File: config.mk
export PLATFORM = sky130hd
export DESIGN_NAME = pwmc_top
export DESIGN_NICKNAME = d
export VERILOG_FILES = /design/src/rtl/pwmc_pkg.sv /design/src/rtl/pwmc_top.sv
export VERILOG_INCLUDE_DIRS = /design/src /design/src/rtl
export SDC_FILE = /design/constraint.sdc
export NUM_CORES = 1
export LEC_CHECK = 0
export BUFFER_PORTS_ARGS = -buffer_cell sky130_fd_sc_hd__buf_2
export CAP_MARGIN = 20
export CORE_MARGIN = 4
export CORE_UTILIZATION = 45
export DETAILED_ROUTE_END_ITERATION = 7
export PLACE_DENSITY_LB_ADDON = 0.25
export SLEW_MARGIN = 20
export SYNTH_ARGS = -nofsm -noshare
export SYNTH_HDL_FRONTEND = slang
export SYNTH_SLANG_ARGS = --single-unit
File: constraint.sdc
create_clock -name clk_i -period 2.8 [get_ports clk_i]
set_clock_uncertainty 0.1 [all_clocks]
set_input_delay 0.14 -clock clk_i [delete_from_list [all_inputs] [get_ports clk_i]]
set_output_delay 0.14 -clock clk_i [all_outputs]
set_load 0.01 [all_outputs]
File: src/rtl/pwmc_defines.svh
`ifndef PWMC_DEFINES_SVH
`define PWMC_DEFINES_SVH

// register byte addresses
`define PWMC_ADR_CTRL0 8'h00
`define PWMC_ADR_DCH0 8'h04
`define PWMC_ADR_DCL0 8'h08
`define PWMC_ADR_CTRL1 8'h0C
`define PWMC_ADR_DCH1 8'h10
`define PWMC_ADR_DCL1 8'h14
`define PWMC_ADR_PLIM 8'h18
`define PWMC_ADR_PCNT 8'h1C
`define PWMC_ADR_TCFG 8'h20

// control field positions
`define PWMC_CTL_EN 7
`define PWMC_CTL_OE 6
`define PWMC_CTL_OUT 5
`define PWMC_CTL_POL 4
`define PWMC_DCL_MSB 7
`define PWMC_DCL_LSB 6

// timer config field positions
`define PWMC_TCFG_ON 0
`define PWMC_TCFG_SLEEP 1
`define PWMC_TCFG_PS_LSB 2
`define PWMC_TCFG_PS_MSB 3

// reset values
`define PWMC_CTRL_RST 4'h0
`define PWMC_PLIM_RST 8'hFF
`define PWMC_ZERO8 8'h00
`define PWMC_ZERO2 2'h0
`define PWMC_ZERO10 10'h000
`define PWMC_ZERO32 32'h0000_0000

// prescale terminal counts (1:1, 1:4, 1:16, 1:64) minus one
`define PWMC_PS1 6'h00
`define PWMC_PS4 6'h03
`define PWMC_PS16 6'h0F
`define PWMC_PS64 6'h3F

`endif

File: src/rtl/pwmc_pkg.sv
package pwmc_pkg;

	typedef struct packed {
		logic en;
		logic oe;
		logic pol;
		logic [7:0] dch;
		logic [1:0] dcl;
		logic [9:0] duty_act;
		logic wave;
		logic pin;
		logic pin_oe;
	} pwmc_chan_t;

endpackage : pwmc_pkg

File: src/rtl/pwmc_top.sv
// Functional notes
// control bit 6 routes waveform onto pin
// control bit 5 reads live output level
// control bit 4 inverts output polarity
// control bits 3..0 read zero, ignore writes
// high duty byte fully read/write
// low register bits 7..6 are duty LSBs
// low register bits 5..0 read zero
// reset clears control, duty registers keep value
// control bit 7 enables channel, else inactive
// two channels share one counter and limit
// set at restart unless zero, clear on match
// duty buffers load after counter hits limit
// time base is counter plus two prescaled bits
// sleep freezes counter, channels and pin
//
// The implementer's own choices: the Wishbone slave port and the register offsets.
`timescale 1ns/1ps
`include "pwmc_defines.svh"

module pwmc_top #(
	parameter int NUM_CH = 2
) (
	input wire logic clk_i,
	input wire logic rst_i,
	input wire logic wb_cyc_i,
	input wire logic wb_stb_i,
	input wire logic wb_we_i,
	input wire logic [7:0] wb_adr_i,
	input wire logic [3:0] wb_sel_i,
	input wire logic [31:0] wb_dat_i,
	output logic [31:0] wb_dat_o,
	output logic wb_ack_o,
	output logic [NUM_CH-1:0] pwm_pin_o,
	output logic [NUM_CH-1:0] pwm_pin_oe_o
);

	typedef struct packed {
		pwmc_pkg::pwmc_chan_t [NUM_CH-1:0] ch;
		logic [7:0] plim;
		logic [7:0] pcnt;
		logic [1:0] sub;
		logic [5:0] ps_cnt;
		logic t_on;
		logic sleep;
		logic [1:0] ps_sel;
		logic reload;
		logic ack;
		logic [31:0] rdat;
	} pwmc_state_t;

	pwmc_state_t st_ff;
	pwmc_state_t nxt_st;

	// prescale terminal count from select field
	function automatic logic [5:0] ps_limit(input logic [1:0] sel);
		unique case (sel)
			2'h0: ps_limit = `PWMC_PS1;
			2'h1: ps_limit = `PWMC_PS4;
			2'h2: ps_limit = `PWMC_PS16;
			2'h3: ps_limit = `PWMC_PS64;
		endcase
	endfunction : ps_limit

	function automatic logic [7:0] ctrl_byte(input pwmc_pkg::pwmc_chan_t c);
		ctrl_byte = `PWMC_ZERO8;
		ctrl_byte[`PWMC_CTL_EN] = c.en;
		ctrl_byte[`PWMC_CTL_OE] = c.oe;
		ctrl_byte[`PWMC_CTL_OUT] = c.pin;
		ctrl_byte[`PWMC_CTL_POL] = c.pol;
	endfunction : ctrl_byte

	logic acc;
	logic wr;
	logic tick;
	logic [9:0] tbase;
	logic restart;
	logic [31:0] rd;

	always_comb begin
		nxt_st = st_ff;
		acc = wb_cyc_i && wb_stb_i && !st_ff.ack;
		// writes land on the edge where the master sees ack high
		wr = wb_cyc_i && wb_stb_i && st_ff.ack && wb_we_i && wb_sel_i[0];
		rd = `PWMC_ZERO32;
		nxt_st.ack = acc;
		// sleep holds everything in the time base still
		tick = st_ff.t_on && !st_ff.sleep && (st_ff.ps_cnt == ps_limit(st_ff.ps_sel));
		tbase = {st_ff.pcnt, st_ff.sub};
		restart = 1'b0;
		nxt_st.reload = 1'b0;
		if (st_ff.t_on && !st_ff.sleep) begin
			nxt_st.ps_cnt = tick ? 6'h00 : st_ff.ps_cnt + 6'h01;
		end
		if (tick) begin
			nxt_st.sub = st_ff.sub + 2'h1;
			if (st_ff.sub == 2'h3) begin
				if (st_ff.pcnt == st_ff.plim) begin
					nxt_st.pcnt = `PWMC_ZERO8;
					nxt_st.reload = 1'b1;
				end else begin
					nxt_st.pcnt = st_ff.pcnt + 8'h01;
				end
			end
		end
		restart = st_ff.reload;
		for (int i = 0; i < NUM_CH; i++) begin
			// buffers only move at period boundary, avoiding torn duty values
			if (restart) begin
				nxt_st.ch[i].duty_act = {st_ff.ch[i].dch, st_ff.ch[i].dcl};
				nxt_st.ch[i].wave = ({st_ff.ch[i].dch, st_ff.ch[i].dcl} != `PWMC_ZERO10);
			end else if (tick && tbase == st_ff.ch[i].duty_act
					&& st_ff.ch[i].duty_act[9:2] <= st_ff.plim) begin
				nxt_st.ch[i].wave = 1'b0;
			end
			if (!st_ff.sleep) begin
				nxt_st.ch[i].pin = st_ff.ch[i].en
					? (st_ff.ch[i].wave ^ st_ff.ch[i].pol)
					: st_ff.ch[i].pol;
				nxt_st.ch[i].pin_oe = st_ff.ch[i].oe;
			end
		end
		// register reads
		unique case (wb_adr_i)
			`PWMC_ADR_CTRL0: rd[7:0] = ctrl_byte(st_ff.ch[0]);
			`PWMC_ADR_DCH0: rd[7:0] = st_ff.ch[0].dch;
			`PWMC_ADR_DCL0: rd[7:6] = st_ff.ch[0].dcl;
			`PWMC_ADR_CTRL1: rd[7:0] = ctrl_byte(st_ff.ch[1]);
			`PWMC_ADR_DCH1: rd[7:0] = st_ff.ch[1].dch;
			`PWMC_ADR_DCL1: rd[7:6] = st_ff.ch[1].dcl;
			`PWMC_ADR_PLIM: rd[7:0] = st_ff.plim;
			`PWMC_ADR_PCNT: rd[7:0] = st_ff.pcnt;
			`PWMC_ADR_TCFG: begin
				rd[`PWMC_TCFG_ON] = st_ff.t_on;
				rd[`PWMC_TCFG_SLEEP] = st_ff.sleep;
				rd[`PWMC_TCFG_PS_MSB:`PWMC_TCFG_PS_LSB] = st_ff.ps_sel;
			end
			default: rd = `PWMC_ZERO32;
		endcase
		if (acc) begin
			nxt_st.rdat = rd;
		end
		// register writes, byte lane 0 only; low bits dropped
		if (wr) begin
			unique case (wb_adr_i)
				`PWMC_ADR_CTRL0, `PWMC_ADR_CTRL1: begin
					for (int i = 0; i < NUM_CH; i++) begin
						if (wb_adr_i == ((i == 0) ? `PWMC_ADR_CTRL0 : `PWMC_ADR_CTRL1)) begin
							nxt_st.ch[i].en = wb_dat_i[`PWMC_CTL_EN];
							nxt_st.ch[i].oe = wb_dat_i[`PWMC_CTL_OE];
							nxt_st.ch[i].pol = wb_dat_i[`PWMC_CTL_POL];
						end
					end
				end
				`PWMC_ADR_DCH0: nxt_st.ch[0].dch = wb_dat_i[7:0];
				`PWMC_ADR_DCL0: nxt_st.ch[0].dcl = wb_dat_i[`PWMC_DCL_MSB:`PWMC_DCL_LSB];
				`PWMC_ADR_DCH1: nxt_st.ch[1].dch = wb_dat_i[7:0];
				`PWMC_ADR_DCL1: nxt_st.ch[1].dcl = wb_dat_i[`PWMC_DCL_MSB:`PWMC_DCL_LSB];
				`PWMC_ADR_PLIM: nxt_st.plim = wb_dat_i[7:0];
				`PWMC_ADR_PCNT: begin
					nxt_st.pcnt = wb_dat_i[7:0];
					nxt_st.sub = `PWMC_ZERO2;
				end
				`PWMC_ADR_TCFG: begin
					nxt_st.t_on = wb_dat_i[`PWMC_TCFG_ON];
					nxt_st.sleep = wb_dat_i[`PWMC_TCFG_SLEEP];
					nxt_st.ps_sel = wb_dat_i[`PWMC_TCFG_PS_MSB:`PWMC_TCFG_PS_LSB];
				end
				default: ;
			endcase
		end
	end

	always_ff @(posedge clk_i) begin
		if (rst_i) begin
			st_ff <= nxt_st;
			// duty holding and active values survive reset
			for (int i = 0; i < NUM_CH; i++) begin
				st_ff.ch[i].en <= 1'b0;
				st_ff.ch[i].oe <= 1'b0;
				st_ff.ch[i].pol <= 1'b0;
				st_ff.ch[i].dch <= st_ff.ch[i].dch;
				st_ff.ch[i].dcl <= st_ff.ch[i].dcl;
				st_ff.ch[i].duty_act <= st_ff.ch[i].duty_act;
				st_ff.ch[i].wave <= 1'b0;
				st_ff.ch[i].pin <= 1'b0;
				st_ff.ch[i].pin_oe <= 1'b0;
			end
			st_ff.plim <= `PWMC_PLIM_RST;
			st_ff.pcnt <= `PWMC_ZERO8;
			st_ff.sub <= `PWMC_ZERO2;
			st_ff.ps_cnt <= 6'h00;
			st_ff.t_on <= 1'b0;
			st_ff.sleep <= 1'b0;
			st_ff.ps_sel <= 2'h0;
			st_ff.reload <= 1'b0;
			st_ff.ack <= 1'b0;
			st_ff.rdat <= `PWMC_ZERO32;
		end else begin
			st_ff <= nxt_st;
		end
	end

	assign wb_ack_o = st_ff.ack;
	assign wb_dat_o = st_ff.rdat;

	generate
		for (genvar g = 0; g < NUM_CH; g++) begin : g_pin
			assign pwm_pin_o[g] = st_ff.ch[g].pin;
			assign pwm_pin_oe_o[g] = st_ff.ch[g].pin_oe;
		end
	endgenerate

endmodule : pwmc_top

==> results of run 1 <==
==> per-layer routing <==
layer,share of wire,up-vias,GRT usage
li1,-,1807,-
met5,0,-,0
met3,0.066,34,0.0345
met4,0.027,0,0.0793
met1,0.45,1808,0.272
met2,0.46,154,0.309
==> stage by stage <==
| stage | hold WS, ns | total power, mW | setup WS, ns |
|---|---|---|---|
| floorplan | 0.139 | 1.51 | 0.454 |
| CTS | 0.0275 | 2.53 | 0.414 |
| global placement | 0.308 | 1.53 | 0.528 |
| global route | 0.0267 | 2.60 | 0.140 |
| detailed placement | 0.309 | 1.53 | 0.436 |
| finish | 0.0432 | 2.51 | 0.422 |
==> repair_timing <==
action / CTS / global route
endpoints found under the setup margin: 0 / 0
endpoints found under the hold margin: 23 / 0
hold buffers: 7 / 0
==> power breakdown <==
group	internal, mW	switching [mW]	leakage (nW)
registers	1.37	0.00308	0.763
clock network	0.515	0.487	0.112
logic	0.0467	0.0915	1.15
==> cell usage in the layout (no fill, tap or decap), types with 12 or more instances in the layout <==
cell type	n
nand2_1	26
xnor2_1	26
nor3_1	16
buf_2	34
mux2i_1	23
nand4_1	16
ha_1	19
a21oi_1	12
nor4_1	14
inv_1	14
conb_1	24
nor2_1	64
o21ai_0	16
edfxtp_1	40
buf_4	14
dfxtp_1	50
==> worst max-delay path, cell delays in order, from the launching register on <==
cell and delay, ns:
dfxtp_1 0.46, nor2b_1 0.34, o21ai_0 0.22, nor4_4 0.21
buf_4 0.28, nor2b_1 0.30, a21oi_1 0.11, a211oi_1 0.26
==> how the worst max path moves through the flow <==
stage / startpoint / slack [ns] / cells past startpoint / endpoint
finish: st_ff[36] / 0.42 / 7 / st_ff[53]
detailed placement: st_ff[36] / 0.44 / 7 / st_ff[53]
CTS: st_ff[36] / 0.41 / 7 / st_ff[53]
global placement: st_ff[36] / 0.53 / 7 / st_ff[53]
global route: st_ff[36] / 0.14 / 7 / st_ff[53]
floorplan: wb_ack_o / 0.45 / 4 / st_ff[103]
==> kinds of logic after synthesis <==
group,Yosys count,synth area share
AOI/OAI and AO/OA,73,0.104
xor gates and xnor gates,35,0.0627
DFF,90,0.451
adders and majority gates,19,0.0486
muxes,26,0.0586
buffers and inverters,77,0.0883
and+or+nand+nor,179,0.187
other,1,0.000767
==> area by class of cell <==
type,instances,area (um^2),share of cell area
well taps,136,170,0.0319
repair buffers,55,345,0.0648
flip-flops and latches,90,2200,0.413
clock inverters,6,95.1,0.0178
multi-input cells,356,2340,0.439
clock buffers,10,128,0.0239
inverters,14,52.6,0.00985
==> sequential cells by signal, indices dropped and copies added, names as in the netlist <==
name	count
pwm_pin_o	2
pwm_pin_oe_o	2
st_ff	76
wb_ack_o	1
wb_dat_o	8
restart	1
==> impl_metrics.tcl, run 1 <==
set metrics [dict create \
    finalWirelength_mm 12.2 \
    synth.avg_cell_area_um2 9.77 \
    status "complete, no violations" \
    detailed_place_hpwl_mm 9.00 \
    clock_tree.root_cell "clkbuf_8" \
    ys_async_sr_fraction 0 \
    dominantRegCellSynth "dfxtp_1" \
    setup.reg_to_reg.worst_slack_ns 0.42 \
    clock_buffers_created_by_tritoncts 9 \
    period_share 0.849 \
    place_area_um2 5040 \
    placement_rows 37 \
    critical_path_arrival_ns 2.55 \
    start_kind "flip-flop" \
    layout-drive-gt1-share 0.134 \
    post-synth-top-count-cell "nor2_1" \
    worst-r2r-cell-count 7 \
    final.fill_count 972 \
    setup_viol_count_final 0 \
    vias_per_cell 5.70 \
    initial_utilization 0.467 \
    synthTopCellsByCount "64 x nor2_1, 50 x dfxtp_1, 40 x edfxtp_1" \
    placed_cells 644 \
    synthesis.area_um2 4890 \
    ctsHtreeMaxLevel 3 \
    timing_worst_slew_pin_value_ns 0.878 \
    yosysTopAreaCellShare 0.246 \
    clk_pin_slew_worst_paths_ns 0.09 \
    gr-usage-all-layers 0.197 \
    cells_after_synth 500 \
    post-route-min-period_ns 2.38 \
    clock_insertion_delay_worst_skew_ns 0.36 \
    die-width_um 112 \
    worst_hold_path_type "input pin to flip-flop" \
    timing.critical_path.required_ns 2.97 \
    port-buffer-count 34 \
    synth_enable_flop_cells 40 \
    area.growth.synth_to_final_pct 9.11 \
    yosys.cell_types.count 51 \
    antenna_found_initial 0 \
    cts_num_sinks 90 \
    ioPinCount 86 \
    vias_in_the_first_global_route 3679 \
    relSlewSlack 0.415 \
    unrepaired_setup_endpoints_after_global_routing "no" \
    timing.critical_path.fanout_max 17 \
    cts_max_path_buffers 2 \
    cap_violations 0 \
    ant_nets 0 \
    design_area_um2 5330 \
    final-max-slew-violation-count 0 \
    critical_path_class "flip-flop to flip-flop" \
    yosys.area.top_type "edfxtp_1" \
    cts_setup_buffers 0 \
    final_util 0.510 \
    die_height_um 112 \
    fp.coreArea_um2 10500 \
    via_count 3803 \
    maximum_number_of_pins_on_one_net_before_global_route_repair 48 \
    timing.rr.end "st_ff[53]" \
    critical_path.endpoint_type "flip-flop" \
    clock_tree_from_tritoncts "done" \
    globalRoute.totalOverflow 0 \
    drc_errors 0 \
    numnets_final 594 \
    ffs_latches_synth 90 \
    static-leakage-power_nw 2.03 \
    final_hold_viol_count 0 \
    maximum_vdd_drop_uv 372 \
    first_iter_violations 255 \
    fin_cells 667 \
    r2r_start "st_ff[36]" \
    avgRoutedWirePerCell_um 18.2 \
    yosys_warnings 0 \
    gp_congestion 0.859 \
    max_clock_freq_mhz 421 \
    proportion_of_synthesized_chip_area_in_sequential_cells 0.451 \
    cellPowerDensity_nw_per_um2 471 \
    whs_path_depth 1 \
    drtPass1Iterations 5 \
    postCtsResizedCells 0 \
    fin_setup_tns_ns 0 \
    first_pass_grt_wire_length_mm 19.6 \
    num_antenna_cells 0 \
    holdCritStartpoint "wb_dat_i[6]" \
    hold_end "st_ff[83]" \
    die_area_um2 12600 \
    synth.top_cells.by_area "edfxtp_1 25%, dfxtp_1 20%, buf_4 5.5%, nor2_1 4.9%, ha_1 4.9%" \
]
(Power assumes the default switching activity.)
==> run 2: changes to the inputs <==
==> constraint.sdc (replaced) <==
create_clock -name clk_i -period 1.9 [get_ports clk_i]
set_clock_uncertainty 0.1 [all_clocks]
set_input_delay 0.095 -clock clk_i [delete_from_list [all_inputs] [get_ports clk_i]]
set_output_delay 0.095 -clock clk_i [all_outputs]
set_load 0.01 [all_outputs]
==> run 2 against run 1 <==
- the flow now finishes with violations (negative setup slack)
- clock power rose by 37%
- worst hold slack lost 0.012 ns
- global-route usage increased by 1.9 points
- utilization up 6.4 points
- sequential power up 47%
- power is 44% higher
- critical path depth down 1
- count of clock-buffer cells in the layout unchanged
- via count increased by 8.8%
- final area grew 12%
- register-to-register slack worse by 0.61 ns
- first-iteration DRC count grew 55%
==> impl_metrics.tcl, run 2 (synthesis gave the netlist of run 1 again) <==
set metrics [dict create \
    status "finished with violations" \
    violations "negative setup slack" \
    regMostFlops "st_ff" \
    ioPinCount 86 \
    critical_path_buf_inv_count 0 \
    die_height_um 112 \
    clk_pin_slew_worst_paths_ns 0.09 \
    start_kind "flip-flop" \
    timing.critical_path.required_ns 2.08 \
    cap_violations 0 \
    setup.worst_path.end "st_ff[50]" \
    relSlewSlack 0.624 \
    worst_hold_path_type "input pin to flip-flop" \
    area.growth.synth_to_final_pct 22.7 \
    placement_rows 37 \
    clock_tree_from_tritoncts "done" \
    detailed_place_hpwl_mm 10.1 \
    maximum_number_of_pins_on_one_net_before_global_route_repair 21 \
    fin_cells 734 \
    worst_path_dominant_cell_family "simple AND/OR/NAND/NOR gates" \
    final_hold_viol_count 0 \
    post-route-min-period_ns 2.08 \
    fin_ws_ns -0.183 \
    finalWirelength_mm 13.6 \
    vias_per_cell 5.64 \
    mostFrequentLayoutCells "75 x buf_4, 64 x nor2_1, 44 x dfxtp_1" \
    critical_path_arrival_ns 2.27 \
    critical_path.endpoint_type "flip-flop" \
    setup.worst_path.start "st_ff[41]" \
    final_common_cell "buf_4" \
    ant_nets 0 \
    first_pass_grt_wire_length_mm 21.5 \
    r2r_start "st_ff[41]" \
    holdCritStartpoint "wb_stb_i" \
    worst-path-stages 6 \
    gp_congestion 0.893 \
    num_antenna_cells 0 \
    worst-r2r-cell-count 6 \
    largest_reg_flops 76 \
    cts_max_path_buffers 2 \
    antenna_found_initial 0 \
    final-max-slew-violation-count 0 \
    static-leakage-power_nw 2.43 \
    clock_tree.root_cell "clkbuf_8" \
    clock_buffers_created_by_tritoncts 9 \
    vias_in_the_first_global_route 4036 \
    timing.rr.end "st_ff[50]" \
    timing.critical_path.fanout_max 4 \
    fp.coreArea_um2 10500 \
    worst_path_max_delay_cell "or4b_4" \
    drc_errors 0 \
    unrepaired_setup_endpoints_after_global_routing "yes" \
    placed_cells 696 \
    avgRoutedWirePerCell_um 18.5 \
    layout-drive-gt1-share 0.273 \
    period_share 1.10 \
    gr-usage-all-layers 0.216 \
    setup_viol_count_final 13 \
    cellPowerDensity_nw_per_um2 602 \
    first_iter_violations 396 \
    library_cell_appearing_most_often_on_the_critical_path "nor4_4" \
    globalRoute.totalOverflow 0 \
    final_util 0.573 \
    clock_insertion_delay_worst_skew_ns 0.37 \
    max_clock_freq_mhz 480 \
    drtPass1Iterations 5 \
    critical_path_class "flip-flop to flip-flop" \
    critPathMaxStageDelay_ns 0.50 \
    ctsHtreeMaxLevel 3 \
    crit_path_cell_trace "nor4_4 -> o21ai_2 -> nor4_4 -> nand2_2 -> or4b_4 -> a311oi_2" \
    numnets_final 661 \
    via_count 4139 \
    maximum_vdd_drop_uv 539 \
    port-buffer-count 34 \
    timing_worst_slew_pin_value_ns 0.559 \
    setup.reg_to_reg.worst_slack_ns -0.18 \
    die_area_um2 12600 \
    die-width_um 112 \
    cts_num_sinks 90 \
    initial_utilization 0.467 \
    final.fill_count 910 \
]
==> run 2: cell count changes in the layout (fill, tap and decap cells not counted), sizes merged <==
cell         before  now
buf              48  114
bufinv            2    1
clkinv            1    3
clkinvlp          0    1
dlygate4sd3       7    8
inv              17   15
==> run 2: worst min-delay path: cells and delay by family <==
family	cells	cell delay, ns
and+or+nand+nor	3	0.26
buffers and inverters	1	0.10
==> run 2: per-stage QoR <==
| step | setup TNS [ns] | power [mW] | setup slack [ns] | hold slack [ns] | area (um^2) |
|---|---|---|---|---|---|
| 2_1_floorplan | -0.473 | 2.23 | -0.187 | 0.0939 | 5060 |
| 3_3_place_gp | -0.916 | 2.27 | -0.168 | 0.273 | 5520 |
| 3_5_place_dp | -1.09 | 2.27 | -0.187 | 0.270 | 5520 |
| 4_1_cts | -1.05 | 3.62 | -0.159 | 0.0182 | 5940 |
| 5_1_grt | -3.25 | 3.74 | -0.305 | 0.0473 | 6000 |
| 6_report | -1.57 | 3.61 | -0.183 | 0.0313 | 6000 |
==> run 2: repair_timing <==
action | in CTS | in global routing
cloned | 1 | 0
buffers inserted | 11 | 2
endpoints found under the setup margin | 12 | 20
pin swaps | 14 | 5
hold buffers | 8 | 0
endpoints found under the hold margin | 40 | 0
resized for setup | 18 | 10
==> run 2: layout make-up <==
cell class / instances / area, um^2 / area share
flip-flops and latches: 90 / 2210 / 0.369
clock buffers: 10 / 138 / 0.0229
clock inverters: 6 / 65.1 / 0.0108
multi-input cells: 356 / 2480 / 0.413
well taps: 136 / 170 / 0.0284
inverters: 14 / 52.6 / 0.00876
repair buffers: 122 / 878 / 0.146
==> run 2: worst min path at each step <==
stage	slack, ns	endpoint	cells after the start
after detailed placement	0.27	st_ff[79]	1
after CTS	0.02	wb_dat_o[6]	4
after global placement	0.27	st_ff[108]	1
after floorplan	0.09	st_ff[101]	0
after global routing	0.05	wb_ack_o	4
final	0.03	wb_ack_o	4
==> run 2: metal layers <==
| metal | wire (um) | share of wire | up-vias | global-route usage |
|---|---|---|---|---|
| li1 | - | - | 1944 | - |
| met1 | 5700 | 0.42 | 1971 | 0.280 |
| met2 | 6470 | 0.48 | 188 | 0.354 |
| met3 | 1010 | 0.074 | 36 | 0.0410 |
| met4 | 389 | 0.029 | 0 | 0.0946 |
| met5 | 0 | 0 | - | 0 |
==> run 2: power by group <==
| part | total (mW) | switching [mW] | internal (mW) |
|---|---|---|---|
| clock | 1.37 | 0.722 | 0.647 |
| sequential | 2.02 | 0.00460 | 2.01 |
| combinational | 0.225 | 0.146 | 0.0788 |
| total | 3.61 | 0.873 | 2.74 |
==> run 3: changes to the inputs <==
==> constraint.sdc (replaced) <==
create_clock -name clk_i -period 1.9 [get_ports clk_i]
set_clock_uncertainty 0.1 [all_clocks]
set_input_delay 0 -clock clk_i [delete_from_list [all_inputs] [get_ports clk_i]]
set_output_delay 0 -clock clk_i [all_outputs]
set_load 0.01 [all_outputs]
==> run 3 against run 2 <==
- the run still ends with negative setup slack left
- setup slack improved by 0.060 ns
- routed wire length is 2.3% lower
- worst hold slack improved by 0.0042 ns
- count of clock-buffer cells in the layout down 1
- largest cell class unchanged
- non-clock buffer count down 9
- critical path type unchanged
- utilization shrank 0.13 points
- final cell count is 1.2% lower
==> impl_metrics.tcl, run 3 (synthesis gave the netlist of run 1 again) <==
set metrics [dict create \
    status "finished with violations" \
    violations "negative setup slack" \
    drc_errors 0 \
    fin_setup_tns_ns -0.285 \
    final.fill_count 924 \
    globalRoute.totalOverflow 0 \
    holdCritStartpoint "wb_adr_i[4]" \
    clock_tree_from_tritoncts "done" \
    final_hold_viol_count 0 \
    setup_viol_count_final 3 \
    die-width_um 112 \
    max_clock_freq_mhz 494 \
    antenna_found_initial 0 \
    numnets_final 652 \
    gp_congestion 0.931 \
    library_cell_appearing_most_often_on_the_critical_path "nor4_4" \
    via_count 4084 \
    die_height_um 112 \
    port-buffer-count 34 \
    crit_path_cell_trace "nor4_4 -> o21ai_2 -> nor4_4 -> nand2_2 -> or4b_4 -> a311oi_2" \
    fin_ws_ns -0.123 \
    cts_num_sinks 90 \
    gr-usage-all-layers 0.213 \
    final_util 0.572 \
    holdWs_ns 0.0356 \
    clock_insertion_delay_worst_skew_ns 0.36 \
    maximum_vdd_drop_uv 669 \
    vias_in_the_first_global_route 3991 \
    timing.critical_path.required_ns 2.08 \
    layout-drive-gt1-share 0.261 \
    critical_path_class "flip-flop to flip-flop" \
    largest_reg_flops 76 \
    clk_pin_slew_worst_paths_ns 0.10 \
    final-max-slew-violation-count 0 \
    cellPowerDensity_nw_per_um2 620 \
    start_kind "flip-flop" \
    period_share 1.06 \
    die_area_um2 12600 \
    r2r_start "st_ff[40]" \
    detailed_place_hpwl_mm 10.0 \
    critPathMaxStageDelay_ns 0.49 \
    drtPass1Iterations 5 \
    fp.coreArea_um2 10500 \
    ioPinCount 86 \
    regMostFlops "st_ff" \
    pre_cts_slack_ns -0.241 \
    ctsHtreeMaxLevel 3 \
    finalWirelength_mm 13.3 \
    total_power_mw 3.71 \
    worst_hold_path_type "input pin to flip-flop" \
    static-leakage-power_nw 2.38 \
    critical_path.endpoint_type "flip-flop" \
    initial_utilization 0.467 \
    ant_nets 0 \
    final_common_cell "nor2_1" \
    multi_input_area_um2 2510 \
    unrepaired_setup_endpoints_after_global_routing "yes" \
    register_area_um2 2220 \
    vias_per_cell 5.63 \
    clock_buffers_created_by_tritoncts 9 \
    setup.worst_path.start "st_ff[40]" \
    area.growth.synth_to_final_pct 22.5 \
    maximum_number_of_pins_on_one_net_before_global_route_repair 27 \
    post-route-min-period_ns 2.02 \
    worst_path_max_delay_cell "or4b_4" \
    first_pass_grt_wire_length_mm 21.4 \
    clock_tree.root_cell "clkbuf_8" \
    num_antenna_cells 0 \
    timing.critical_path.fanout_max 4 \
    avgRoutedWirePerCell_um 18.3 \
    setup.reg_to_reg.worst_slack_ns -0.12 \
    cap_violations 0 \
    first_iter_violations 282 \
    cts_max_path_buffers 2 \
    placement_rows 37 \
    mostFrequentLayoutCells "63 x nor2_1, 62 x buf_4, 44 x dfxtp_1" \
    critical_path_arrival_ns 2.20 \
]
-- run 3: area by class of cell --
type                            instances  share of cell area
Clock inverter                          7              0.0153
Tap cell                              136              0.0284
Clock buffer                            9              0.0207
Inverter                               14             0.00878
Sequential cell                        90               0.370
Timing Repair Buffer                  113               0.137
Multi-Input combinational cell        356               0.419
-- run 3: worst paths after layout --
kind | end | cells after the start
max | st_ff[50] | 6
min | st_ff[48] | 3
max reg2reg | st_ff[50] | 6
min reg2reg | st_ff[66] | 0
-- run 3: repair_timing --
action,CTS,global route
pin swaps,3,17
hold buffers,12,0
resized for setup,5,28
setup buffers,0,5
endpoints found under the hold margin,48,0
setup endpoints to repair,12,16
-- run 3: critical path, delay by kind of cell (launching register included) --
kind            cells  cell delay, ns
simple gates        4            1.21
compound gates      2            0.29
flops               1            0.36
-- run 3: layer usage --
layer | routed length (um) | vias to the layer above | GRT usage
li1 | - | 1919 | -
met4 | 319 | 0 | 0.0753
met3 | 905 | 22 | 0.0237
met5 | 0 | - | 0
met1 | 5730 | 1962 | 0.291
met2 | 6310 | 181 | 0.351
-- run 3: power breakdown --
group          total [mW]  leakage (nW)  internal, mW  switching, mW
clock network        1.46         0.111         0.743          0.719
registers            2.02         0.767          2.01        0.00447
logic               0.233          1.50        0.0839          0.149
total                3.71          2.38          2.84          0.873
-- run 3: metrics by stage --
| stage | cell area (um^2) | instances |
|---|---|---|
| 6_report | 5980 | 725 |
| 5_1_grt | 5980 | 725 |
| 4_1_cts | 5840 | 720 |
| 3_5_place_dp | 5480 | 692 |
| 3_3_place_gp | 5480 | 692 |
| 2_1_floorplan | 5050 | 523 |
